**src/hdl/can_wake_pkg.sv**
```systemverilog
// constants for the can wake and fail-safe control block
package can_wake_pkg;

  // register offsets
  localparam logic [7:0] ADDR_CTRL      = 8'h20;
  localparam logic [7:0] ADDR_STATUS    = 8'h22;
  localparam logic [7:0] ADDR_WAKE_STAT = 8'h4B;

  // field positions
  localparam int CTRL_MODE_LSB   = 0;
  localparam int STAT_ACTIVE     = 7;
  localparam int STAT_SILENCE    = 3;
  localparam int STAT_UNDER      = 1;
  localparam int STAT_TXTIMEOUT  = 0;
  localparam int WAKE_LEVEL      = 1;

  // reset values
  localparam logic [1:0] CTRL_MODE_RESET = 2'h0;
  localparam logic [7:0] REG_ZERO        = 8'h00;

  // sbc mode code meaning normal
  localparam logic [2:0] SBC_NORMAL = 3'h7;

  // transceiver mode select encodings
  localparam logic [1:0] SEL_OFFLINE   = 2'h0;
  localparam logic [1:0] SEL_ACTIVE_UV = 2'h1;
  localparam logic [1:0] SEL_ACTIVE    = 2'h2;
  localparam logic [1:0] SEL_LISTEN    = 2'h3;

  // transceiver states, one-hot
  typedef enum logic [3:0] {
    XCV_OFFLINE = 4'h1,
    XCV_BIAS    = 4'h2,
    XCV_ACTIVE  = 4'h4,
    XCV_LISTEN  = 4'h8
  } xcv_state_t;

  // wake filter phases, one-hot
  typedef enum logic [2:0] {
    WK_DOM1 = 3'h1,
    WK_REC  = 3'h2,
    WK_DOM2 = 3'h4
  } wake_phase_t;

  // clock rate
  localparam int CLK_MHZ = 250;

  // times in microseconds (plain defaults)
  localparam int T_DOM_TXD_US = 2000;
  localparam int T_SILENCE_US = 1000;
  localparam int T_WAKE_US    = 1000;
  localparam int T_WAKE_DOM_US = 1;
  localparam int T_WAKE_REC_US = 1;
  localparam int T_EVENT_US   = 300;

  // cycle counts derived from the times
  localparam int CYC_DOM_TXD  = T_DOM_TXD_US * CLK_MHZ;
  localparam int CYC_SILENCE  = T_SILENCE_US * CLK_MHZ;
  localparam int CYC_WAKE     = T_WAKE_US * CLK_MHZ;
  localparam int CYC_WAKE_DOM = T_WAKE_DOM_US * CLK_MHZ;
  localparam int CYC_WAKE_REC = T_WAKE_REC_US * CLK_MHZ;
  localparam int CYC_EVENT    = T_EVENT_US * CLK_MHZ;

  // counter width for all timers
  localparam int CNT_W = 24;

endpackage

```
**src/hdl/pin_sync3.sv**
```systemverilog
// three-stage pin synchroniser with agreement filter
`timescale 1ns/10ps
module pin_sync3 #(
  parameter int         W    = 1,
  parameter logic [W-1:0] INIT = '0
) (
  // clock and reset
  input  wire logic         i_clk,
  input  wire logic         i_reset,
  // asynchronous pins in, clean levels out
  input  wire logic [W-1:0] i_pin,
  output logic      [W-1:0] o_level
);

  //////////////////////////////////////////////////////////////////////////
  logic [W-1:0] s1_q;     // metastable stage, read only by s2
  logic [W-1:0] s2_q;     // second stage
  logic [W-1:0] s3_q;     // third stage
  logic [W-1:0] lvl_q;    // accepted level
  logic [W-1:0] lvl_d;

  // per bit: accept a change once stages two and three agree
  genvar g;
  generate
    for (g = 0; g < W; g++)
    begin : g_bit
      always_comb
      begin
        lvl_d[g] = (s2_q[g] == s3_q[g]) ? s3_q[g] : lvl_q[g];
      end
    end
  endgenerate

  // plain register stage
  always_ff @(posedge i_clk)
  begin
    if (i_reset)
    begin
      s1_q  <= INIT;
      s2_q  <= INIT;
      s3_q  <= INIT;
      lvl_q <= INIT;
    end
    else
    begin
      s1_q  <= i_pin;
      s2_q  <= s1_q;
      s3_q  <= s2_q;
      lvl_q <= lvl_d;
    end
  end

  assign o_level = lvl_q;

endmodule

```
**src/hdl/can_wake_failsafe_ctrl.sv**
```systemverilog
// can transceiver mode, bus wake filter and fail-safe control
`timescale 1ns/10ps
module can_wake_failsafe_ctrl #(
  parameter int TXD_DOM_CYC  = can_wake_pkg::CYC_DOM_TXD,
  parameter int SILENCE_CYC  = can_wake_pkg::CYC_SILENCE,
  parameter int WAKE_TO_CYC  = can_wake_pkg::CYC_WAKE,
  parameter int WAKE_DOM_CYC = can_wake_pkg::CYC_WAKE_DOM,
  parameter int WAKE_REC_CYC = can_wake_pkg::CYC_WAKE_REC,
  parameter int EVENT_CYC    = can_wake_pkg::CYC_EVENT
) (
  // clock and reset
  input  wire logic       i_clk,
  input  wire logic       i_reset,
  // register port
  input  wire logic [7:0] i_reg_addr,
  input  wire logic       i_reg_wr,
  input  wire logic [7:0] i_reg_wdata,
  output logic      [7:0] o_reg_rdata,
  // sbc context
  input  wire logic [2:0] i_sbc_mode_field,
  input  wire logic       i_supply_under,
  input  wire logic       i_sleep_req,
  output logic            o_sleep_allowed,
  output logic            o_sleeping,
  output logic            o_main_supply_on,
  output logic            o_wake_reset,
  // capture enables, loaded together
  input  wire logic       i_enable_load,
  input  wire logic       i_bus_wake_enable,
  input  wire logic       i_can_fail_enable,
  input  wire logic       i_pin_rise_wake_enable,
  input  wire logic       i_pin_fall_wake_enable,
  // event flags and write-one-to-clear strobes
  input  wire logic [3:0] i_event_clear,
  output logic [3:0]      o_event_flags,
  // pins
  input  wire logic       i_bus_rx,
  input  wire logic       i_tx_input_pin,
  input  wire logic       i_wake_pin,
  output logic            o_tx_bus,
  output logic            o_rx_output_pin
);

  //////////////////////////////////////////////////////////////////////////
  // synchronised pins
  logic       bus_rx;           // 0 = dominant
  logic       tx_in;            // 0 = dominant request
  logic       wake_lvl;         // wake pin above threshold
  logic       bus_prev_q;       // edge detection of bus
  logic       wake_prev_q;      // edge detection of wake pin

  pin_sync3 #(
    .W    (3),
    .INIT (3'h3)
  ) u_sync (
    .i_clk   (i_clk),
    .i_reset (i_reset),
    .i_pin   ({i_wake_pin, i_tx_input_pin, i_bus_rx}),
    .o_level ({wake_lvl, tx_in, bus_rx})
  );

  //////////////////////////////////////////////////////////////////////////
  // registers and enables
  logic [1:0] mode_sel_q;       // transceiver_mode_select
  logic [1:0] mode_sel_d;
  logic [3:0] en_q;             // wake, fail, rise, fall enables
  logic [3:0] en_d;
  logic       is_normal;

  assign is_normal = (i_sbc_mode_field == can_wake_pkg::SBC_NORMAL);

  // next values of control and enables
  always_comb
  begin
    mode_sel_d = mode_sel_q;
    en_d       = en_q;
    // only the mode bits take a write
    if (i_reg_wr && i_reg_addr == can_wake_pkg::ADDR_CTRL)
    begin
      mode_sel_d = i_reg_wdata[can_wake_pkg::CTRL_MODE_LSB +: 2];
    end
    if (i_enable_load)
    begin
      en_d = {i_pin_fall_wake_enable, i_pin_rise_wake_enable,
              i_can_fail_enable, i_bus_wake_enable};
    end
  end

  always_ff @(posedge i_clk)
  begin
    if (i_reset)
    begin
      mode_sel_q <= can_wake_pkg::CTRL_MODE_RESET;
      en_q       <= 4'h0;
    end
    else
    begin
      mode_sel_q <= mode_sel_d;
      en_q       <= en_d;
    end
  end

  //////////////////////////////////////////////////////////////////////////
  // bus silence and tx dominant timers
  localparam int W = can_wake_pkg::CNT_W;
  logic [W-1:0] sil_cnt_q;      // cycles since last bus edge
  logic [W-1:0] sil_cnt_d;
  logic [W-1:0] dom_cnt_q;      // cycles tx held dominant
  logic [W-1:0] dom_cnt_d;
  logic         tx_to_q;        // tx_timeout_status
  logic         tx_to_d;
  logic         bus_edge;
  logic         silent;
  can_wake_pkg::xcv_state_t st_q;
  can_wake_pkg::xcv_state_t st_d;

  assign bus_edge = (bus_rx != bus_prev_q);
  // silence once no edge for the timeout
  assign silent   = (sil_cnt_q >= W'(SILENCE_CYC));

  // timer next values
  always_comb
  begin
    sil_cnt_d = sil_cnt_q;
    dom_cnt_d = '0;
    tx_to_d   = tx_to_q;
    if (bus_edge)
    begin
      sil_cnt_d = '0;
    end
    else if (!silent)
    begin
      sil_cnt_d = sil_cnt_q + W'(1);
    end
    // count while tx low in active mode
    if (st_q == can_wake_pkg::XCV_ACTIVE && !tx_in && !tx_to_q)
    begin
      dom_cnt_d = dom_cnt_q + W'(1);
      if (dom_cnt_q >= W'(TXD_DOM_CYC))
      begin
        tx_to_d = 1'b1;
      end
    end
    // status drops once tx is released again
    if (tx_to_q && tx_in)
    begin
      tx_to_d = 1'b0;
    end
  end

  // timer registers; silence starts expired so bus starts offline
  always_ff @(posedge i_clk)
  begin
    if (i_reset)
    begin
      sil_cnt_q   <= W'(SILENCE_CYC);
      dom_cnt_q   <= '0;
      tx_to_q     <= 1'b0;
      bus_prev_q  <= 1'b1;
      wake_prev_q <= 1'b0;  // pin idles low, no false edge
    end
    else
    begin
      sil_cnt_q   <= sil_cnt_d;
      dom_cnt_q   <= dom_cnt_d;
      tx_to_q     <= tx_to_d;
      bus_prev_q  <= bus_rx;
      wake_prev_q <= wake_lvl;
    end
  end

  //////////////////////////////////////////////////////////////////////////
  // transceiver mode machine
  logic uv_on;                  // undervoltage detection selected
  logic bus_wake;               // pulse from wake filter

  assign uv_on = (mode_sel_q == can_wake_pkg::SEL_ACTIVE_UV);

  // next transceiver state
  always_comb
  begin
    st_d = st_q;
    case (st_q)
      can_wake_pkg::XCV_OFFLINE:
      begin
        if (bus_wake || (is_normal && uv_on && i_supply_under))
          st_d = can_wake_pkg::XCV_BIAS;
      end
      can_wake_pkg::XCV_BIAS:
      begin
        // silence takes bias back to offline
        if (silent)
          st_d = can_wake_pkg::XCV_OFFLINE;
      end
      default:
      begin
        st_d = silent ? can_wake_pkg::XCV_OFFLINE : can_wake_pkg::XCV_BIAS;
      end
    endcase
    // selection obeyed only in normal mode
    if (is_normal)
    begin
      case (mode_sel_q)
        can_wake_pkg::SEL_ACTIVE_UV, can_wake_pkg::SEL_ACTIVE:
        begin
          if (uv_on && i_supply_under)
          begin
            if (st_q == can_wake_pkg::XCV_ACTIVE ||
                st_q == can_wake_pkg::XCV_LISTEN)
              st_d = silent ? can_wake_pkg::XCV_OFFLINE
                            : can_wake_pkg::XCV_BIAS;
          end
          else if (tx_to_q)
            st_d = can_wake_pkg::XCV_LISTEN;
          // a dominant tx blocks entry into active
          else if (st_q != can_wake_pkg::XCV_ACTIVE && !tx_in)
            st_d = can_wake_pkg::XCV_LISTEN;
          else
            st_d = can_wake_pkg::XCV_ACTIVE;
        end
        can_wake_pkg::SEL_LISTEN:
        begin
          st_d = can_wake_pkg::XCV_LISTEN;
        end
        default:
        begin
        end
      endcase
    end
  end

  // transceiver state register
  always_ff @(posedge i_clk)
  begin
    if (i_reset)
      st_q <= can_wake_pkg::XCV_OFFLINE;
    else
      st_q <= st_d;
  end

  //////////////////////////////////////////////////////////////////////////
  // bus wake filter
  can_wake_pkg::wake_phase_t ph_q;
  can_wake_pkg::wake_phase_t ph_d;
  logic [W-1:0] run_q;          // length of current bus level
  logic [W-1:0] run_d;
  logic [W-1:0] wto_q;          // time since first dominant qualified
  logic [W-1:0] wto_d;
  logic         watching;

  // only offline with bus wake enabled
  assign watching = (st_q == can_wake_pkg::XCV_OFFLINE) && en_q[0];

  // next filter values; extra short pulses only restart the run
  always_comb
  begin
    ph_d     = ph_q;
    run_d    = bus_edge ? W'(0) : run_q + W'(1);
    wto_d    = (ph_q == can_wake_pkg::WK_DOM1) ? W'(0) : wto_q + W'(1);
    bus_wake = 1'b0;
    if (!watching)
    begin
      ph_d  = can_wake_pkg::WK_DOM1;
      wto_d = '0;
    end
    // pattern after the first dominant inside the wake timeout
    else if (ph_q != can_wake_pkg::WK_DOM1 && wto_q >= W'(WAKE_TO_CYC))
    begin
      ph_d = can_wake_pkg::WK_DOM1;
    end
    else
    begin
      case (ph_q)
        can_wake_pkg::WK_DOM1:
        begin
          // edge cycle still holds the old run length, so skip it
          if (!bus_edge && !bus_rx && run_q + W'(1) >= W'(WAKE_DOM_CYC))
            ph_d = can_wake_pkg::WK_REC;
        end
        can_wake_pkg::WK_REC:
        begin
          if (!bus_edge && bus_rx && run_q + W'(1) >= W'(WAKE_REC_CYC))
            ph_d = can_wake_pkg::WK_DOM2;
        end
        can_wake_pkg::WK_DOM2:
        begin
          if (!bus_edge && !bus_rx && run_q + W'(1) >= W'(WAKE_DOM_CYC))
          begin
            bus_wake = 1'b1;
            ph_d     = can_wake_pkg::WK_DOM1;
          end
        end
        default:
        begin
          ph_d = can_wake_pkg::WK_DOM1;
        end
      endcase
    end
  end

  // filter registers
  always_ff @(posedge i_clk)
  begin
    if (i_reset)
    begin
      ph_q  <= can_wake_pkg::WK_DOM1;
      run_q <= '0;
      wto_q <= '0;
    end
    else
    begin
      ph_q  <= ph_d;
      run_q <= run_d;
      wto_q <= wto_d;
    end
  end

  //////////////////////////////////////////////////////////////////////////
  // events, delay timer, sleep and supply
  logic [3:0]   ev_q;           // wake, fail, rise, fall
  logic [3:0]   ev_d;
  logic [3:0]   ev_set;
  logic [W-1:0] dly_q;          // event delay, nonzero while running
  logic [W-1:0] dly_d;
  logic         sleep_q;
  logic         sleep_d;
  logic         wrst_q;
  logic         wrst_d;
  logic         uv_prev_q;
  logic         uv_rise;

  assign uv_rise = i_supply_under && !uv_prev_q && uv_on;

  // next event and power values
  always_comb
  begin
    ev_set[0] = bus_wake;
    ev_set[1] = en_q[1] && ((tx_to_d && !tx_to_q) || uv_rise);
    ev_set[2] = en_q[2] && wake_lvl && !wake_prev_q;
    ev_set[3] = en_q[3] && !wake_lvl && wake_prev_q;
    // write one clears, set wins over clear
    ev_d  = (ev_q & ~i_event_clear) | ev_set;
    dly_d = (dly_q != '0) ? dly_q - W'(1) : W'(0);
    // clearing a set flag restarts delay
    if ((i_event_clear & ev_q) != 4'h0)
      dly_d = W'(EVENT_CYC);
    sleep_d = sleep_q;
    wrst_d  = 1'b0;
    // sleep only with a wake source
    if (i_sleep_req && o_sleep_allowed)
      sleep_d = 1'b1;
    // wake from sleep restores supply via reset
    if (sleep_q && (ev_set[0] || ev_set[2] || ev_set[3]))
    begin
      sleep_d = 1'b0;
      wrst_d  = 1'b1;
    end
  end

  // event registers
  always_ff @(posedge i_clk)
  begin
    if (i_reset)
    begin
      ev_q      <= 4'h0;
      dly_q     <= '0;
      sleep_q   <= 1'b0;
      wrst_q    <= 1'b0;
      uv_prev_q <= 1'b0;
    end
    else
    begin
      ev_q      <= ev_d;
      dly_q     <= dly_d;
      sleep_q   <= sleep_d;
      wrst_q    <= wrst_d;
      uv_prev_q <= i_supply_under;
    end
  end

  assign o_sleep_allowed  = en_q[0] | en_q[2] | en_q[3];
  assign o_sleeping       = sleep_q;
  assign o_main_supply_on = !sleep_q;
  assign o_wake_reset     = wrst_q;
  assign o_event_flags    = ev_q;

  //////////////////////////////////////////////////////////////////////////
  // pin outputs and register read
  logic tx_bus_q;
  logic rx_q;
  logic rx_d;
  logic offline;

  assign offline = (st_q == can_wake_pkg::XCV_OFFLINE) ||
                   (st_q == can_wake_pkg::XCV_BIAS);

  // pending events pull rx low in offline while awake
  always_comb
  begin
    if (offline && !sleep_q)
      // next values, so a clear releases rx on its own edge
      rx_d = !((ev_d != 4'h0) && (dly_d == '0));
    else
      rx_d = bus_rx;
  end

  // output flops; transmitter released unless active
  always_ff @(posedge i_clk)
  begin
    if (i_reset)
    begin
      tx_bus_q <= 1'b1;
      rx_q     <= 1'b1;
    end
    else
    begin
      tx_bus_q <= (st_d == can_wake_pkg::XCV_ACTIVE) ? tx_in : 1'b1;
      rx_q     <= rx_d;
    end
  end

  assign o_tx_bus        = tx_bus_q;
  assign o_rx_output_pin = rx_q;

  // combinational read mux, unmapped reads zero
  always_comb
  begin
    o_reg_rdata = can_wake_pkg::REG_ZERO;
    case (i_reg_addr)
      can_wake_pkg::ADDR_CTRL:
      begin
        o_reg_rdata[can_wake_pkg::CTRL_MODE_LSB +: 2] = mode_sel_q;
      end
      can_wake_pkg::ADDR_STATUS:
      begin
        // active flag
        // timeout hides active before the state has left it
        o_reg_rdata[can_wake_pkg::STAT_ACTIVE] =
          (st_q == can_wake_pkg::XCV_ACTIVE) && !tx_to_q;
        o_reg_rdata[can_wake_pkg::STAT_SILENCE] = silent;
        // undervoltage shown only with mode 01
        o_reg_rdata[can_wake_pkg::STAT_UNDER] = uv_on && i_supply_under;
        o_reg_rdata[can_wake_pkg::STAT_TXTIMEOUT] = tx_to_q;
      end
      can_wake_pkg::ADDR_WAKE_STAT:
      begin
        // level valid in normal or enabled
        o_reg_rdata[can_wake_pkg::WAKE_LEVEL] =
          wake_lvl && (is_normal || en_q[2] || en_q[3]);
      end
      default:
      begin
      end
    endcase
  end

endmodule

```
**config.mk**
```make
export PLATFORM = sky130hd
export DESIGN_NAME = can_wake_failsafe_ctrl
export DESIGN_NICKNAME = d
export VERILOG_FILES = /design/src/hdl/can_wake_pkg.sv /design/src/hdl/pin_sync3.sv /design/src/hdl/can_wake_failsafe_ctrl.sv
export SDC_FILE = /design/constraint.sdc
export NUM_CORES = 1
export LEC_CHECK = 0
export ABC_AREA = 1
export BUFFER_PORTS_ARGS = -buffer_cell sky130_fd_sc_hd__buf_2
export CAP_MARGIN = 10
export CORE_UTILIZATION = 35
export DETAILED_ROUTE_END_ITERATION = 8
export HOLD_SLACK_MARGIN = 0.05
export PLACE_DENSITY = 0.62
export SYNTH_ARGS = -nofsm -noshare
export SYNTH_HDL_FRONTEND = slang
export SYNTH_SLANG_ARGS = --single-unit
```
**constraint.sdc**
```tcl
create_clock -name i_clk -period 3.69 [get_ports i_clk]
set_clock_uncertainty 0.2 [all_clocks]
set_input_delay 0.738 -clock i_clk [delete_from_list [all_inputs] [get_ports i_clk]]
set_output_delay 0.738 -clock i_clk [all_outputs]
set_load 0.01 [all_outputs]
```
==> metrics.yaml <==
outcome: "finished, violations left"
violations: "DRC"
arrival_ns: 2.18
layout_commonest_cell: "nand2_1"
final_cell_mix: "nand2_1 (242), nor2_1 (179), inv_1 (169)"
slowest_stage: "nor4_1"
timing.fmax_ghz: 0.3206
maxSlewHeadroom: 0.5651
synth.distinct_cells: 48
crit_path_end_kind: "output pin"
post-route-period-util: 0.8452
vias_per_cell: 4.760
cts-root-buf: "clkbuf_16"
critPathMaxStageDelay_ns: 0.50
ys_ff_latch: 157
grtUsageTotal: 0.1567
die_area_um2: 23350
grt_pass1_wl_um: 30110
slew_violations: 0
cp_cell_sequence: "buf_2, inv_1, nand2_1, nor4_1, o311ai_0, o221ai_1, buf_2"
hold_class: "reg2reg"
overflow: 0
regToRegEndpoint: "o_tx_bus$_SDFF_PP1_"
cts.htree.levels: 4
ir_drop_mv: 0.3795
min_from: "u_sync.s1_q[0]$_SDFF_PP1_"
syn_area_um2: 7960
cts_buffers: 17
worstMarginPinSlew_ns: 0.6441
avgSynthCellArea_um2: 6.769
yosysWarnings: 0
initial_utilization: 0.3603
layout_setup_ws_ns: 0.5713
crit_type: "in2out"
antenna_cells: 0
wl_um: 17470
r2r_slack_ns: 1.10
p_per_area_nw_per_um2: 568.5
clk_pin_slew_ns: 0.06
period_minus_slack_ns: 3.119
rsz0062_at_grt: "no"
design.core.area_um2: 22090
cp-start-kind: "input port"
p_leak_nw: 3.827
wl_per_cell_um: 11.49
hold_end: "u_sync.s2_q[0]$_SDFF_PP1_"
critical_path_buf_inv_count: 3
post_cts_buffers: 0
die_h_um: 152.8
clk_path_buf_depth: 2
area_growth_pct: 14.18
gp_congestion: 0.8765
tns_ns: 0
hpwl_um: 12830
finalHoldViolations: 0
drt_iter0_markers: 385
ant_nets: 0
portBuffers: 43
ff2ff_path_depth: 16
num_io_pins: 54
antenna_found_initial: 0
remaining_drc_errors: 2
holdWs_ns: 0.2159
ctsResizeCount: 0
final_cell_area_um2: 9089
drt_first_pass_iters: 7
synthArstFlopShare: 0
cts_hold_buf: 0
vias: 7235
grt_pass1_vias: 6694
tritoncts: "built"
row_count: 54
drive_gt1_frac: 0.1073
place_area_um2: 8488
cpLargestDelayFamily: "compound AO/OA/AOI/OAI gates"
setup_viol: 0
postLayoutCoreUtil: 0.4114
netlist_instances: 1176
r2r_start: "run_q[0]$_SDFF_PP0_"
synthFlopType: "dfxtp_1"
grt_max_degree: 35
ys_seq_area_frac: 0.3948
numClockSinks: 157
synth_edf_count: 0
cp_max_fo: 2
place_ws_ns: 0.6297
critical_path_required_ns: 2.75
clock_latency_ns: 0.43
nNetsFinal: 1278
cp_common_cell: "buf_2"
cap_violations: 0
holdPathStages: 1
die_w_um: 152.8
worst max path at each step:
stage / start / to / slack (ns) / cells past startpoint
2_1_floorplan: i_reg_addr[4] / o_reg_rdata[1] / 1.08 / 5
3_3_place_gp: i_reg_addr[7] / o_reg_rdata[1] / 0.59 / 7
3_5_place_dp: i_reg_addr[7] / o_reg_rdata[1] / 0.63 / 7
4_1_cts: i_reg_addr[7] / o_reg_rdata[1] / 0.61 / 7
5_1_grt: sil_cnt_q[10]$_SDFFE_PP0P_ / o_reg_rdata[3] / 0.54 / 9
6_report: i_reg_addr[7] / o_reg_rdata[1] / 0.57 / 7
per-layer routing:
metal / vias up / GRT usage / share of wire
met5: - / 0 / 0
met4: 0 / 0.06542 / 0.022
met3: 25 / 0.02722 / 0.027
met2: 98 / 0.2722 / 0.47
met1: 3241 / 0.1908 / 0.48
li1: 3871 / - / -
registers in the layout (all words and copies together), names as in the netlist, 2 cells and up:
| name | cells |
|---|---|
| st_q | 4 |
| u_sync.s1_q | 3 |
| dom_cnt_q | 24 |
| mode_sel_q | 2 |
| dly_q | 24 |
| o_event_flags | 4 |
| u_sync.o_level | 3 |
| sil_cnt_q | 24 |
| en_q | 4 |
| u_sync.s3_q | 3 |
| wto_q | 24 |
| u_sync.s2_q | 3 |
| ph_q | 3 |
| run_q | 24 |
stage by stage:
| stage | power [mW] | std cells |
|---|---|---|
| after floorplan | 3.089 | 1179 |
| after global placement | 3.386 | 1488 |
| after detailed placement | 3.395 | 1488 |
| after CTS | 5.198 | 1520 |
| after global routing | 5.517 | 1520 |
| final | 5.167 | 1520 |
power breakdown:
group	switching, mW	internal, mW
registers	0.124	1.83
clock network	0.731	1.06
logic	0.915	0.502
total	1.77	3.40
synth_stat cells (2+ instances only):
library cell	number	area [um^2]
nand2_1	242	908.4
nand4_1	28	175.2
buf_4	4	30.03
nand2_2	10	62.56
nor3_1	46	230.2
nand3_2	5	50.05
nor3_2	3	30.03
clkbuf_1	12	45.04
ha_1	15	187.7
o22ai_1	2	12.51
clkinv_1	4	15.01
dfxtp_1	157	3143
a211oi_1	2	15.01
a22o_1	2	17.52
nor2_4	5	56.30
a21oi_1	77	385.4
nor2_2	10	62.56
inv_1	169	634.4
o21ai_1	13	65.06
nand3b_1	13	97.59
or2_2	5	31.28
a21o_1	2	15.01
o21ai_0	40	200.2
inv_2	9	33.78
o21a_1	7	52.55
xnor2_1	6	52.55
nor3_4	3	48.80
buf_1	3	11.26
nor2_1	179	671.9
o311ai_0	2	17.52
nor4_1	6	37.54
nand3_1	66	330.3
xor2_1	10	87.58
a31oi_1	5	31.28
cell type report:
class / instances / area [um^2]
timing repair buffer: 48 / 252.7
clock buffer: 21 / 470.5
clock inverter: 11 / 130.1
multi-input combinational: 821 / 4059
inverter: 182 / 683.2
tap: 280 / 350.3
sequential: 157 / 3143
fill: 2302 / 13010
cell families (layout without fill, tap and decap cells):
kind of cell    after synthesis  count (layout)  share of synthesized area
compound gates              159             159                     0.1099
simple gates                627             627                     0.3570
fa+ha+maj                    15              15                    0.02358
flops                       157             157                     0.3948
xor+xnor                     16              16                    0.01760
other cells                   1               4                  0.0004711
buf+inv                     201             262                    0.09667
No activity file was read; power rests on OpenSTA's default activity.
